**src/rtl/psirp_pkg.sv**
```systemverilog
package psirp_pkg;

    localparam logic [6:0] DEV_ADDR      = 7'h77;
    localparam logic [7:0] REG_CTRL      = 8'hF4;
    localparam logic [7:0] REG_SOFTRST   = 8'hE0;
    localparam logic [7:0] REG_PART      = 8'hD0;
    localparam logic [7:0] REG_RES_LO    = 8'hF6;
    localparam logic [7:0] REG_RES_HI    = 8'hF7;
    localparam logic [7:0] CALIB_FIRST   = 8'hAA;
    localparam logic [7:0] CALIB_LAST    = 8'hBF;
    localparam int         CALIB_COUNT   = 22;
    localparam logic [7:0] SOFT_RST_KEY  = 8'hB6;
    localparam logic [7:0] CTRL_RESET    = 8'h00;
    localparam logic [7:0] RES_HI_RESET  = 8'h80;
    localparam logic [7:0] RES_LO_RESET  = 8'h00;
    localparam logic [7:0] READ_FILL     = 8'h00;
    localparam logic [3:0] BITS_PER_BYTE = 4'h8;

    localparam logic [7:0] CMD_TEMP      = 8'h2E;
    localparam logic [7:0] CMD_PRESS_OS0 = 8'h34;
    localparam logic [7:0] CMD_PRESS_OS1 = 8'h74;
    localparam logic [7:0] CMD_PRESS_OS2 = 8'hB4;
    localparam logic [7:0] CMD_PRESS_OS3 = 8'hF4;

    // Field layout of the measurement command register, msb first
    typedef struct packed {
        logic [1:0] oss;
        logic       sco;
        logic [4:0] cmd;
    } psirp_ctrl_t;

    typedef struct packed {
        logic [7:0] hi;
        logic [7:0] lo;
    } psirp_result_t;

    typedef logic [CALIB_COUNT-1:0][7:0] psirp_calib_t;

    typedef enum logic [4:0] {
        ST_IDLE = 5'b00001,
        ST_RX   = 5'b00010,
        ST_ACK  = 5'b00100,
        ST_TX   = 5'b01000,
        ST_MACK = 5'b10000
    } psirp_state_t;

endpackage

```
**src/rtl/psirp_top.sv**
```systemverilog
// Summary of operation
// - Writable registers reset to defaults every power-on.
// - Command register low five bits select measurement.
// - Busy bit holds until result bytes loaded.
// - Bits 7:6 select pressure oversampling ratio.
// - Writing B6h to E0h resets like power-on.
// - Part code register returns fixed constant.
// - Result bytes readable in either order.
// - Single and burst reads both supported.
// - Standard, fast and high-speed bus rates.
// - Lines only pulled low, never driven high.
// - Answers only target address 1110111.
// - Own address acknowledged on ninth clock.
// - Start and stop conditions detected.
// - Data changes only while clock low.
// - Every received data byte is acknowledged.
// - Command codes 2Eh, 34h, 74h, B4h, F4h.
// - AAh to BFh hold 22 calibration bytes.
// - Each raw result is sixteen bits wide.
// - Calibration word high byte at odd address.
module psirp_top
    import psirp_pkg::*;
#(
    parameter logic [7:0] PART_CODE = 8'hA5  // Arbitrary value
) (
    input  wire logic          clk_in,
    input  wire logic          rstn_in,
    input  wire logic          scl_in,
    output logic               scl_out,
    output logic               scl_oe_out,
    input  wire logic          sda_in,
    output logic               sda_out,
    output logic               sda_oe_out,
    input  wire psirp_calib_t  calib_in,
    input  wire logic          conv_done_in,
    input  wire logic [15:0]   conv_data_in,
    output logic               conv_start_out,
    output logic [4:0]         conv_cmd_out,
    output logic [1:0]         conv_oss_out,
    output logic               busy_out
);

    logic [1:0]    rst_sync;
    logic          rst_n;
    logic [1:0]    scl_sync;
    logic [1:0]    sda_sync;
    logic          scl_q;
    logic          sda_q;
    logic          scl_rise;
    logic          scl_fall;
    logic          start_det;
    logic          stop_det;
    psirp_state_t  state;
    logic [3:0]    bit_cnt;
    logic [7:0]    shreg;
    logic          first_byte;
    logic          reg_byte;
    logic          rw;
    logic          nack;
    logic [7:0]    ptr;
    logic          sda_oe;
    logic          pull_low;
    logic          byte_done;
    logic          addr_hit;
    logic          wr_event;
    logic          ctrl_wr;
    logic          srst_wr;
    logic          soft_rst;
    logic [7:0]    rd_byte;
    logic [4:0]    cal_idx;
    psirp_ctrl_t   ctrl;
    psirp_result_t result;

    always_ff @(posedge clk_in or negedge rstn_in) begin
        if (!rstn_in) begin
            rst_sync <= 2'h0;
        end else begin
            rst_sync <= {rst_sync[0], 1'b1};
        end
    end
    assign rst_n = rst_sync[1];

    // Pins are asynchronous to clk_in; only stage two feeds logic.
    // At 20 MHz a 3.4 MHz clock leaves about three samples per phase,
    // so high-speed mode works only with clean, symmetric edges.
    always_ff @(posedge clk_in or negedge rst_n) begin
        if (!rst_n) begin
            scl_sync <= 2'h3;
            sda_sync <= 2'h3;
            scl_q    <= 1'b1;
            sda_q    <= 1'b1;
        end else begin
            scl_sync <= {scl_sync[0], scl_in};
            sda_sync <= {sda_sync[0], sda_in};
            scl_q    <= scl_sync[1];
            sda_q    <= sda_sync[1];
        end
    end

    assign scl_rise  = scl_sync[1] & ~scl_q;
    assign scl_fall  = ~scl_sync[1] & scl_q;
    assign start_det = scl_sync[1] & scl_q & sda_q & ~sda_sync[1];
    assign stop_det  = scl_sync[1] & scl_q & ~sda_q & sda_sync[1];

    assign byte_done = (state == ST_RX) && scl_fall && (bit_cnt == BITS_PER_BYTE);
    assign addr_hit  = first_byte && (shreg[7:1] == DEV_ADDR);
    assign wr_event  = byte_done && !first_byte && !reg_byte;
    assign ctrl_wr   = wr_event && (ptr == REG_CTRL);
    assign srst_wr   = wr_event && (ptr == REG_SOFTRST) && (shreg == SOFT_RST_KEY);
    assign cal_idx   = 5'(ptr - CALIB_FIRST);

    always_comb begin
        rd_byte = READ_FILL;
        case (ptr)
            REG_RES_HI: rd_byte = result.hi;
            REG_RES_LO: rd_byte = result.lo;
            REG_CTRL:   rd_byte = ctrl;
            REG_PART:   rd_byte = PART_CODE;
            default: begin
                if (ptr >= CALIB_FIRST && ptr <= CALIB_LAST) begin
                    rd_byte = calib_in[cal_idx];
                end
            end
        endcase
    end

    // Bus target; SDA changes only on a seen falling SCL edge, or is released on a start or stop
    always_ff @(posedge clk_in or negedge rst_n) begin
        if (!rst_n) begin
            state      <= ST_IDLE;
            bit_cnt    <= 4'h0;
            shreg      <= 8'h00;
            first_byte <= 1'b0;
            reg_byte   <= 1'b0;
            rw         <= 1'b0;
            nack       <= 1'b0;
            ptr        <= 8'h00;
            sda_oe     <= 1'b0;
        end else if (start_det) begin
            state      <= ST_RX;
            bit_cnt    <= 4'h0;
            first_byte <= 1'b1;
            reg_byte   <= 1'b0;
            sda_oe     <= 1'b0;
        end else if (stop_det) begin
            state  <= ST_IDLE;
            sda_oe <= 1'b0;
        end else begin
            case (state)
                ST_IDLE: begin
                    sda_oe <= 1'b0;
                end
                ST_RX: begin
                    if (scl_rise && bit_cnt != BITS_PER_BYTE) begin
                        shreg   <= {shreg[6:0], sda_sync[1]};
                        bit_cnt <= bit_cnt + 4'h1;
                    end
                    if (byte_done) begin
                        first_byte <= 1'b0;
                        reg_byte   <= first_byte & ~shreg[0];
                        if (first_byte && !addr_hit) begin
                            state <= ST_IDLE;
                        end else begin
                            state  <= ST_ACK;
                            sda_oe <= 1'b1;
                        end
                        if (first_byte) begin
                            rw <= shreg[0];
                        end else if (reg_byte) begin
                            ptr <= shreg;
                        end else begin
                            ptr <= ptr + 8'h01;
                        end
                    end
                end
                ST_ACK: begin
                    if (scl_fall) begin
                        bit_cnt <= 4'h0;
                        if (rw) begin
                            state   <= ST_TX;
                            sda_oe  <= ~rd_byte[7];
                            shreg   <= {rd_byte[6:0], 1'b0};
                            bit_cnt <= 4'h1;
                        end else begin
                            state  <= ST_RX;
                            sda_oe <= 1'b0;
                        end
                    end
                end
                ST_TX: begin
                    if (scl_fall) begin
                        if (bit_cnt == BITS_PER_BYTE) begin
                            state  <= ST_MACK;
                            sda_oe <= 1'b0;
                        end else begin
                            sda_oe  <= ~shreg[7];
                            shreg   <= {shreg[6:0], 1'b0};
                            bit_cnt <= bit_cnt + 4'h1;
                        end
                    end
                end
                ST_MACK: begin
                    if (scl_rise) begin
                        nack <= sda_sync[1];
                        if (!sda_sync[1]) begin
                            ptr <= ptr + 8'h01;
                        end
                    end
                    if (scl_fall) begin
                        if (nack) begin
                            state <= ST_IDLE;
                        end else begin
                            state   <= ST_TX;
                            sda_oe  <= ~rd_byte[7];
                            shreg   <= {rd_byte[6:0], 1'b0};
                            bit_cnt <= 4'h1;
                        end
                    end
                end
                default: begin
                    state <= ST_IDLE;
                end
            endcase
        end
    end

    // Never drives high; clock stretching is not used
    always_ff @(posedge clk_in or negedge rst_n) begin
        if (!rst_n) begin
            pull_low <= 1'b0;
        end else begin
            pull_low <= 1'b0;
        end
    end
    assign sda_out    = pull_low;
    assign scl_out    = pull_low;
    assign scl_oe_out = pull_low;
    assign sda_oe_out = sda_oe;

    always_ff @(posedge clk_in or negedge rst_n) begin
        if (!rst_n) begin
            soft_rst <= 1'b0;
        end else begin
            soft_rst <= srst_wr;
        end
    end

    // Busy set by a command write wins over a same-cycle completion
    always_ff @(posedge clk_in or negedge rst_n) begin
        if (!rst_n) begin
            ctrl <= psirp_ctrl_t'(CTRL_RESET);
        end else if (soft_rst) begin
            ctrl <= psirp_ctrl_t'(CTRL_RESET);
        end else if (ctrl_wr) begin
            ctrl     <= psirp_ctrl_t'(shreg);
            ctrl.sco <= 1'b1;
        end else if (conv_done_in) begin
            ctrl.sco <= 1'b0;
        end
    end

    always_ff @(posedge clk_in or negedge rst_n) begin
        if (!rst_n) begin
            result <= {RES_HI_RESET, RES_LO_RESET};
        end else if (soft_rst) begin
            result <= {RES_HI_RESET, RES_LO_RESET};
        end else if (conv_done_in && ctrl.sco) begin
            result <= psirp_result_t'(conv_data_in);
        end
    end

    always_ff @(posedge clk_in or negedge rst_n) begin
        if (!rst_n) begin
            conv_start_out <= 1'b0;
        end else begin
            conv_start_out <= ctrl_wr && !soft_rst;
        end
    end
    assign conv_cmd_out = ctrl.cmd;
    assign conv_oss_out = ctrl.oss;
    assign busy_out     = ctrl.sco;
endmodule

```
**config.mk**
```make
export PLATFORM = sky130hd
export DESIGN_NAME = psirp_top
export DESIGN_NICKNAME = d
export VERILOG_FILES = /design/src/rtl/psirp_pkg.sv /design/src/rtl/psirp_top.sv
export SDC_FILE = /design/constraint.sdc
export NUM_CORES = 1
export LEC_CHECK = 0
export BUFFER_PORTS_ARGS = -buffer_cell sky130_fd_sc_hd__buf_2
export CAP_MARGIN = 20
export CORE_MARGIN = 10
export CORE_UTILIZATION = 53
export CTS_CLUSTER_SIZE = 14
export DETAILED_ROUTE_END_ITERATION = 8
export PLACE_DENSITY = 0.89
export SLEW_MARGIN = 40
export SYNTH_ARGS = -nofsm -noshare
export SYNTH_HDL_FRONTEND = slang
export SYNTH_SLANG_ARGS = --single-unit
```
**constraint.sdc**
```tcl
create_clock -name clk_in -period 5.8 [get_ports clk_in]
set_input_delay 1.16 -clock clk_in [delete_from_list [all_inputs] [get_ports clk_in]]
set_output_delay 1.16 -clock clk_in [all_outputs]
set_load 0.005 [all_outputs]
```
==> results.sh, run 1 <==
export IMPL_antenna_found_initial=1
export IMPL_critical_path_class="flop to flop"
export IMPL_intPower_w=0.000981
export IMPL_finalInstanceArea_sq_um=6130
export IMPL_max_stage_delay_ns=0.79
export IMPL_layout_drive_gt1_share_pct=39.0
export IMPL_synth_top_cells_by_area="dfrtp_1, mux4_2, mux2i_1, nand2_1, dfstp_2"
export IMPL_area_growth_syn_to_layout_pct=24.1
export IMPL_core_area_sq_um=9150
export IMPL_hold_ws_ns=0.345
export IMPL_syn_area_per_cell_sq_um=9.37
export IMPL_overflow=0
export IMPL_p_clk_share_pct=25.1
export IMPL_setup_violations=0
export IMPL_yosysSeqAreaShare_pct=32.6
export IMPL_dr_pass1_iters=8
export IMPL_cts_sinks=64
export IMPL_start_kind="flop"
export IMPL_rows=35
export IMPL_die_h_um=117
export IMPL_via_count=5201
export IMPL_fmax_mhz=321
export IMPL_r2r_cells=7
export IMPL_post_cts_setup_buffer_count=0
export IMPL_seq_area_sq_um=1620
export IMPL_drc=0
export IMPL_grt_pass1_vias=5186
export IMPL_routed_wl_um=18900
export IMPL_nNetsFinal=910
export IMPL_critPathMaxFanout=35
export IMPL_grt_use_total_pct=26.1
export IMPL_fillers=742
export IMPL_portBuffers=206
export IMPL_dpl_hpwl_um=15300
export IMPL_avgViaCountPerCell=6.31
export IMPL_wl_per_cell_um=23.0
export IMPL_ir_drop_v=0.000166
export IMPL_status="finished clean"
export IMPL_io_pins=210
export IMPL_critPathSlowestCell="dfrtp_2"
export IMPL_power_density_nw_per_um2=250
export IMPL_placed_area_sq_um=5920
export IMPL_final_setup_tns_ns=0
export IMPL_power_w=0.00153
export IMPL_power_share_switching_pct=35.9
export IMPL_crit_arrival_ns=3.35
export IMPL_final_max_slew_viol_count=0
export IMPL_fp_dieArea_sq_um=13600
export IMPL_grt_first_pass_wirelength_um=27700
export IMPL_synthArstFlopShare_pct=100
export IMPL_synth_edff_count=0
export IMPL_hp_class="flop to async pin"
export IMPL_die_x_um=117
export IMPL_synth_cell_type_count=57
export IMPL_path_cells="buf_4 -> o31ai_1 -> a211oi_1 -> o21ai_0 -> nor4_1 -> a211oi_1 -> o31ai_1"
export IMPL_seqPwrFrac_pct=39.3
export IMPL_cts_buffer_depth=2
export IMPL_fin_skew_ns=0.00719
export IMPL_cap_viol_max_count=0
export IMPL_synth_top_cell_area_share_pct=28.4
export IMPL_critPathRequiredTime_ns=6.03
export IMPL_multi_input_area_sq_um=3070
export IMPL_h_tree_depth=3
export IMPL_syn_inst=527
export IMPL_cts_tree="done"
export IMPL_maxSlewHeadroom_pct=47.0
export IMPL_pwr_share_comb_pct=35.5
export IMPL_p_sw_w=0.000550
export IMPL_synthFlopType="dfrtp_1"
export IMPL_hold_viol=0
export IMPL_post_cts_resize_count=0
export IMPL_min_period_over_period_pct=53.7
export IMPL_r2r_slack_ns=2.68
export IMPL_initial_utilization_pct=54.0
export IMPL_tightest_slew_ns=0.792
export IMPL_initialDrtViolationCount=608
export IMPL_ys_ff_latch=64
export IMPL_antenna_left=0
export IMPL_p_leak_nw=2.93
export IMPL_yosysTopAreaCell="dfrtp_1"
export IMPL_grt_max_degree=63
export IMPL_period_minus_slack_ns=3.12
export IMPL_clk_pin_slew_ns=0.07
export IMPL_syn_cell_area_sq_um=4940
export IMPL_ys_warn_count=0
export IMPL_r2r_start="ptr[1]"
export IMPL_cts_buffers=9
export IMPL_cts_root_buf="clkbuf_8"
export IMPL_rsz0062_at_grt="false"
export IMPL_r2r_end="shreg[3]"
export IMPL_place_congestion=0.989
export IMPL_postCtsHoldBufs=0
export IMPL_endpoint_kind="flop"
export IMPL_clock_latency_ns=0.34
==> final cells by class <==
| cell class | instances | share of cell area [%] |
|---|---|---|
| flip-flops and latches | 64 | 26.4 |
| well taps | 111 | 2.27 |
| clock buffers | 11 | 2.31 |
| diodes | 2 | 0.0816 |
| inverters | 12 | 0.735 |
| clock inverters | 5 | 0.919 |
| repair buffers | 209 | 17.2 |
| multi-input cells | 410 | 50.1 |
==> sequential cells by signal (all words and copies together) (netlist names), 4 cells and up <==
signal        flops
bit_cnt           4
state             5
shreg             8
conv_cmd_out      5
ptr               8
result           16
==> worst max-delay path by stage <==
stage | start | endpoint | slack [ns]
2_1_floorplan | ptr[1] | shreg[3] | 3.04
5_1_grt | ptr[1] | shreg[3] | 2.54
4_1_cts | ptr[1] | shreg[3] | 2.74
6_report | ptr[1] | shreg[3] | 2.68
3_5_place_dp | ptr[1] | shreg[3] | 2.75
3_3_place_gp | ptr[1] | shreg[6] | 2.91
==> cell usage after synthesis (9+ instances only) <==
| cell type | count |
|---|---|
| nand2_1 | 61 |
| dfrtp_1 | 56 |
| a21oi_1 | 38 |
| nor2_1 | 31 |
| mux2i_1 | 29 |
| mux4_2 | 28 |
| o21ai_0 | 23 |
| clkbuf_1 | 20 |
| o22ai_1 | 16 |
| a22oi_1 | 14 |
| buf_2 | 12 |
| inv_1 | 12 |
| nand3_1 | 11 |
| nor2b_1 | 10 |
| mux2_2 | 9 |
| nor3_1 | 9 |
| o31ai_1 | 9 |
==> cells in the final DEF, fill, tap and decap left out, types with 6 or more instances in the layout <==
cell / count
a211oi_1: 6
ha_1: 7
nor3_1: 9
buf_2: 206
a222oi_1: 8
o22ai_1: 16
nor4_1: 7
mux4_2: 28
a22o_1: 7
nand2b_1: 7
nor2b_1: 10
and3_1: 6
dfrtp_1: 53
nor2_1: 30
nand4_1: 7
a221oi_1: 8
and2_1: 7
dfstp_2: 8
inv_1: 12
o21ai_0: 23
mux2_2: 9
a21oi_1: 38
a22oi_1: 14
mux2i_1: 29
nand2_1: 61
nand3_1: 11
clkbuf_8: 10
o31ai_1: 9
==> metrics by stage <==
step | utilization, % | cells | worst slack [ns]
global route | 66.9 | 823 | 2.54
detailed placement | 64.7 | 806 | 2.75
finish | 67.0 | 824 | 2.68
floorplan | - | 529 | 3.04
CTS | 66.8 | 822 | 2.74
global placement | 64.7 | 806 | 2.91
==> power groups by stage <==
| stage | logic, W | registers [W] | clock network [W] |
|---|---|---|---|
| final | 0.000544 | 0.000603 | 0.000385 |
| after detailed placement | 0.000531 | 0.000605 | 0 |
| after CTS | 0.000535 | 0.000597 | 0.000387 |
| after global placement | 0.000521 | 0.000603 | 0 |
| after floorplan | 0.000412 | 0.000562 | 0 |
| after global routing | 0.000589 | 0.000609 | 0.000412 |
==> routing by layer <==
layer	part of all wire (%)	vias up	wire length, um	track usage, %
met4	1.1	0	203	3.29
met1	38	2490	7240	33.1
met2	52	307	9760	45.0
met5	0	-	0	0
li1	-	2374	-	-
met3	9.2	30	1730	6.63
==> worst max-delay path: cells and delay by family, from the launching register on <==
family / cells / cell delay (ns)
compound gates: 5 / 1.25
buf+inv: 1 / 0.56
flops: 1 / 0.79
simple gates: 1 / 0.40
==> kinds of logic (layout without fill, tap and decap cells) <==
group	count (synthesis)	in the layout	synth area share, %
AND/OR/NAND/NOR	174	174	17.6
AO/OA/AOI/OAI	152	152	20.5
multiplexers	66	66	20.7
flip-flops	64	64	32.6
buffers and inverters	55	237	5.40
adder cells (fa/ha/maj)	7	7	1.77
XOR/XNOR	7	7	1.24
other	2	6	0.152
No activity file was read; power rests on OpenSTA's default activity.
==> inputs of run 2 (changes only) <==
--- a/config.mk
+++ b/config.mk
@@ -8,10 +8,10 @@
 export BUFFER_PORTS_ARGS = -buffer_cell sky130_fd_sc_hd__buf_2
 export CAP_MARGIN = 20
 export CORE_MARGIN = 10
-export CORE_UTILIZATION = 53
+export CORE_UTILIZATION = 49
 export CTS_CLUSTER_SIZE = 14
 export DETAILED_ROUTE_END_ITERATION = 8
-export PLACE_DENSITY = 0.89
+export PLACE_DENSITY = 0.83
 export SLEW_MARGIN = 40
 export SYNTH_ARGS = -nofsm -noshare
 export SYNTH_HDL_FRONTEND = slang
==> constraint.sdc (replaced) <==
create_clock -name clk_in -period 3.2 [get_ports clk_in]
set_input_delay 0.64 -clock clk_in [delete_from_list [all_inputs] [get_ports clk_in]]
set_output_delay 0.64 -clock clk_in [all_outputs]
set_load 0.005 [all_outputs]
==> results.sh, run 2 (synthesis results as in run 1) <==
export IMPL_status="finished clean"
export IMPL_grt_first_pass_wirelength_um=28300
export IMPL_path_cells="inv_1 -> ha_1 -> mux4_2 -> nor2_1 -> o21bai_1 -> o221ai_1 -> nor4b_1 -> o32ai_1"
export IMPL_period_minus_slack_ns=2.79
export IMPL_grt_use_total_pct=24.2
export IMPL_hp_class="input pin to async pin"
export IMPL_cap_viol_max_count=0
export IMPL_maxSlewHeadroom_pct=50.1
export IMPL_min_period_over_period_pct=87.2
export IMPL_grt_pass1_vias=5295
export IMPL_die_h_um=120
export IMPL_start_kind="flop"
export IMPL_rsz0062_at_grt="false"
export IMPL_cts_sinks=64
export IMPL_clk_pin_slew_ns=0.07
export IMPL_critPathRequiredTime_ns=3.41
export IMPL_r2r_end="sda_oe_out"
export IMPL_dr_wl_met3_um=1610
export IMPL_cts_buffers=9
export IMPL_p_leak_nw=2.95
export IMPL_r2r_slack_ns=0.41
export IMPL_dr_pass1_iters=8
export IMPL_fp_dieArea_sq_um=14500
export IMPL_antenna_left=0
export IMPL_initial_utilization_pct=50.5
export IMPL_fin_skew_ns=0.00665
export IMPL_final_common_cell="buf_2"
export IMPL_top_register="result"
export IMPL_wl_per_cell_um=21.8
export IMPL_fillers=845
export IMPL_fmax_mhz=359
export IMPL_dpl_hpwl_um=15100
export IMPL_finalCoreUtilization_pct=63.2
export IMPL_finalInstanceArea_sq_um=6180
export IMPL_layout_drive_gt1_share_pct=39.2
export IMPL_timing_critical_path_from="ptr[1]"
export IMPL_post_cts_resize_count=0
export IMPL_portBuffers=206
export IMPL_ir_drop_v=0.000310
export IMPL_power_density_nw_per_um2=445
export IMPL_routed_top_layer="met5"
export IMPL_diodes=0
export IMPL_io_pins=210
export IMPL_core_area_sq_um=9770
export IMPL_critPathMaxFanout=20
export IMPL_die_x_um=120
export IMPL_worstSetupEndpoint="sda_oe_out"
export IMPL_postCtsHoldBufs=0
export IMPL_final_setup_tns_ns=0
export IMPL_tightest_slew_ns=0.741
export IMPL_initialDrtViolationCount=495
export IMPL_largestRegisters="result: 16 flops, ptr: 8 flops, shreg: 8 flops"
export IMPL_final_max_slew_viol_count=0
export IMPL_setup_violations=0
export IMPL_placed_area_sq_um=5990
export IMPL_power_w=0.00275
export IMPL_nNetsFinal=915
export IMPL_largest_register_ffs=16
export IMPL_area_growth_syn_to_layout_pct=25.1
export IMPL_dp_cells=833
export IMPL_overflow=0
export IMPL_max_stage_delay_ns=0.69
export IMPL_m1WireLength_um=7060
export IMPL_critPathSlowestCell="ha_1"
export IMPL_h_tree_depth=3
export IMPL_clock_latency_ns=0.34
export IMPL_critical_path_class="flop to flop"
export IMPL_rows=36
export IMPL_drc=0
export IMPL_antenna_found_initial=1
export IMPL_r2r_cells=8
export IMPL_hold_viol=0
export IMPL_wl_met2_um=9590
export IMPL_post_cts_setup_buffer_count=0
export IMPL_grt_max_degree=63
export IMPL_place_congestion=0.965
export IMPL_fin_cells=849
export IMPL_final_cell_mix="buf_2, nand2_1, dfrtp_1, a21oi_1, nor2_1"
export IMPL_cts_root_buf="clkbuf_8"
export IMPL_cts_tree="done"
export IMPL_r2r_start="ptr[1]"
export IMPL_endpoint_kind="flop"
export IMPL_avgViaCountPerCell=6.11
export IMPL_crit_arrival_ns=3.00
export IMPL_routed_wl_um=18500
export IMPL_via_count=5186
export IMPL_cts_buffer_depth=2
-- run 2: cell types whose count changed in the layout (fill, tap and decap cells not counted), sizes merged --
cell,delta
clkinvlp,+1
diode,-2
buf,+5
clkbuf,-1
-- run 2: worst min path at each step --
stage / to / slack, ns / cells after the start
global route: rst_sync[0] / 0.05 / 1
detailed placement: rst_sync[1] / 0.34 / 0
floorplan: rst_sync[1] / 0.33 / 0
global placement: rst_sync[1] / 0.34 / 0
CTS: rst_sync[0] / 0.06 / 1
finish: rst_sync[1] / 0.07 / 1
-- run 2: cell type report --
cell class,count,area [sq um],share of cell area [%]
inverters,12,45.0,0.729
flip-flops and latches,64,1620,26.1
well taps,133,166,2.69
clock buffers,10,128,2.07
repair buffers,214,1090,17.7
multi-input cells,410,3070,49.7
clock inverters,6,60.1,0.972
-- run 2: per-stage QoR --
stage	setup WS [ns]	hold slack [ns]
after detailed placement	0.450	0.336
after global placement	0.513	0.336
after floorplan	0.445	0.331
after global routing	0.136	0.0454
final	0.411	0.0667
after CTS	0.441	0.0585
-- run 2: critical path: cells and delay by family (launching register included) --
kind / cells / cell delay [ns]
buffers and inverters: 1 / 0.15
multiplexers: 1 / 0.32
adder cells (fa/ha/maj): 1 / 0.69
AND/OR/NAND/NOR: 2 / 0.43
flip-flops: 1 / 0.61
AO/OA/AOI/OAI: 3 / 0.46
-- run 2: metal layers --
layer | GRT usage, % | vias up
met3 | 6.70 | 28
met1 | 29.6 | 2514
met4 | 4.60 | 2
li1 | - | 2380
met5 | 0 | -
met2 | 41.9 | 262
-- run 2: power by group --
group | internal [W] | total (W) | switching, W
Combinational | 0.000484 | 0.000980 | 0.000496
Clock | 0.000355 | 0.000668 | 0.000313
Sequential | 0.000919 | 0.00110 | 0.000180
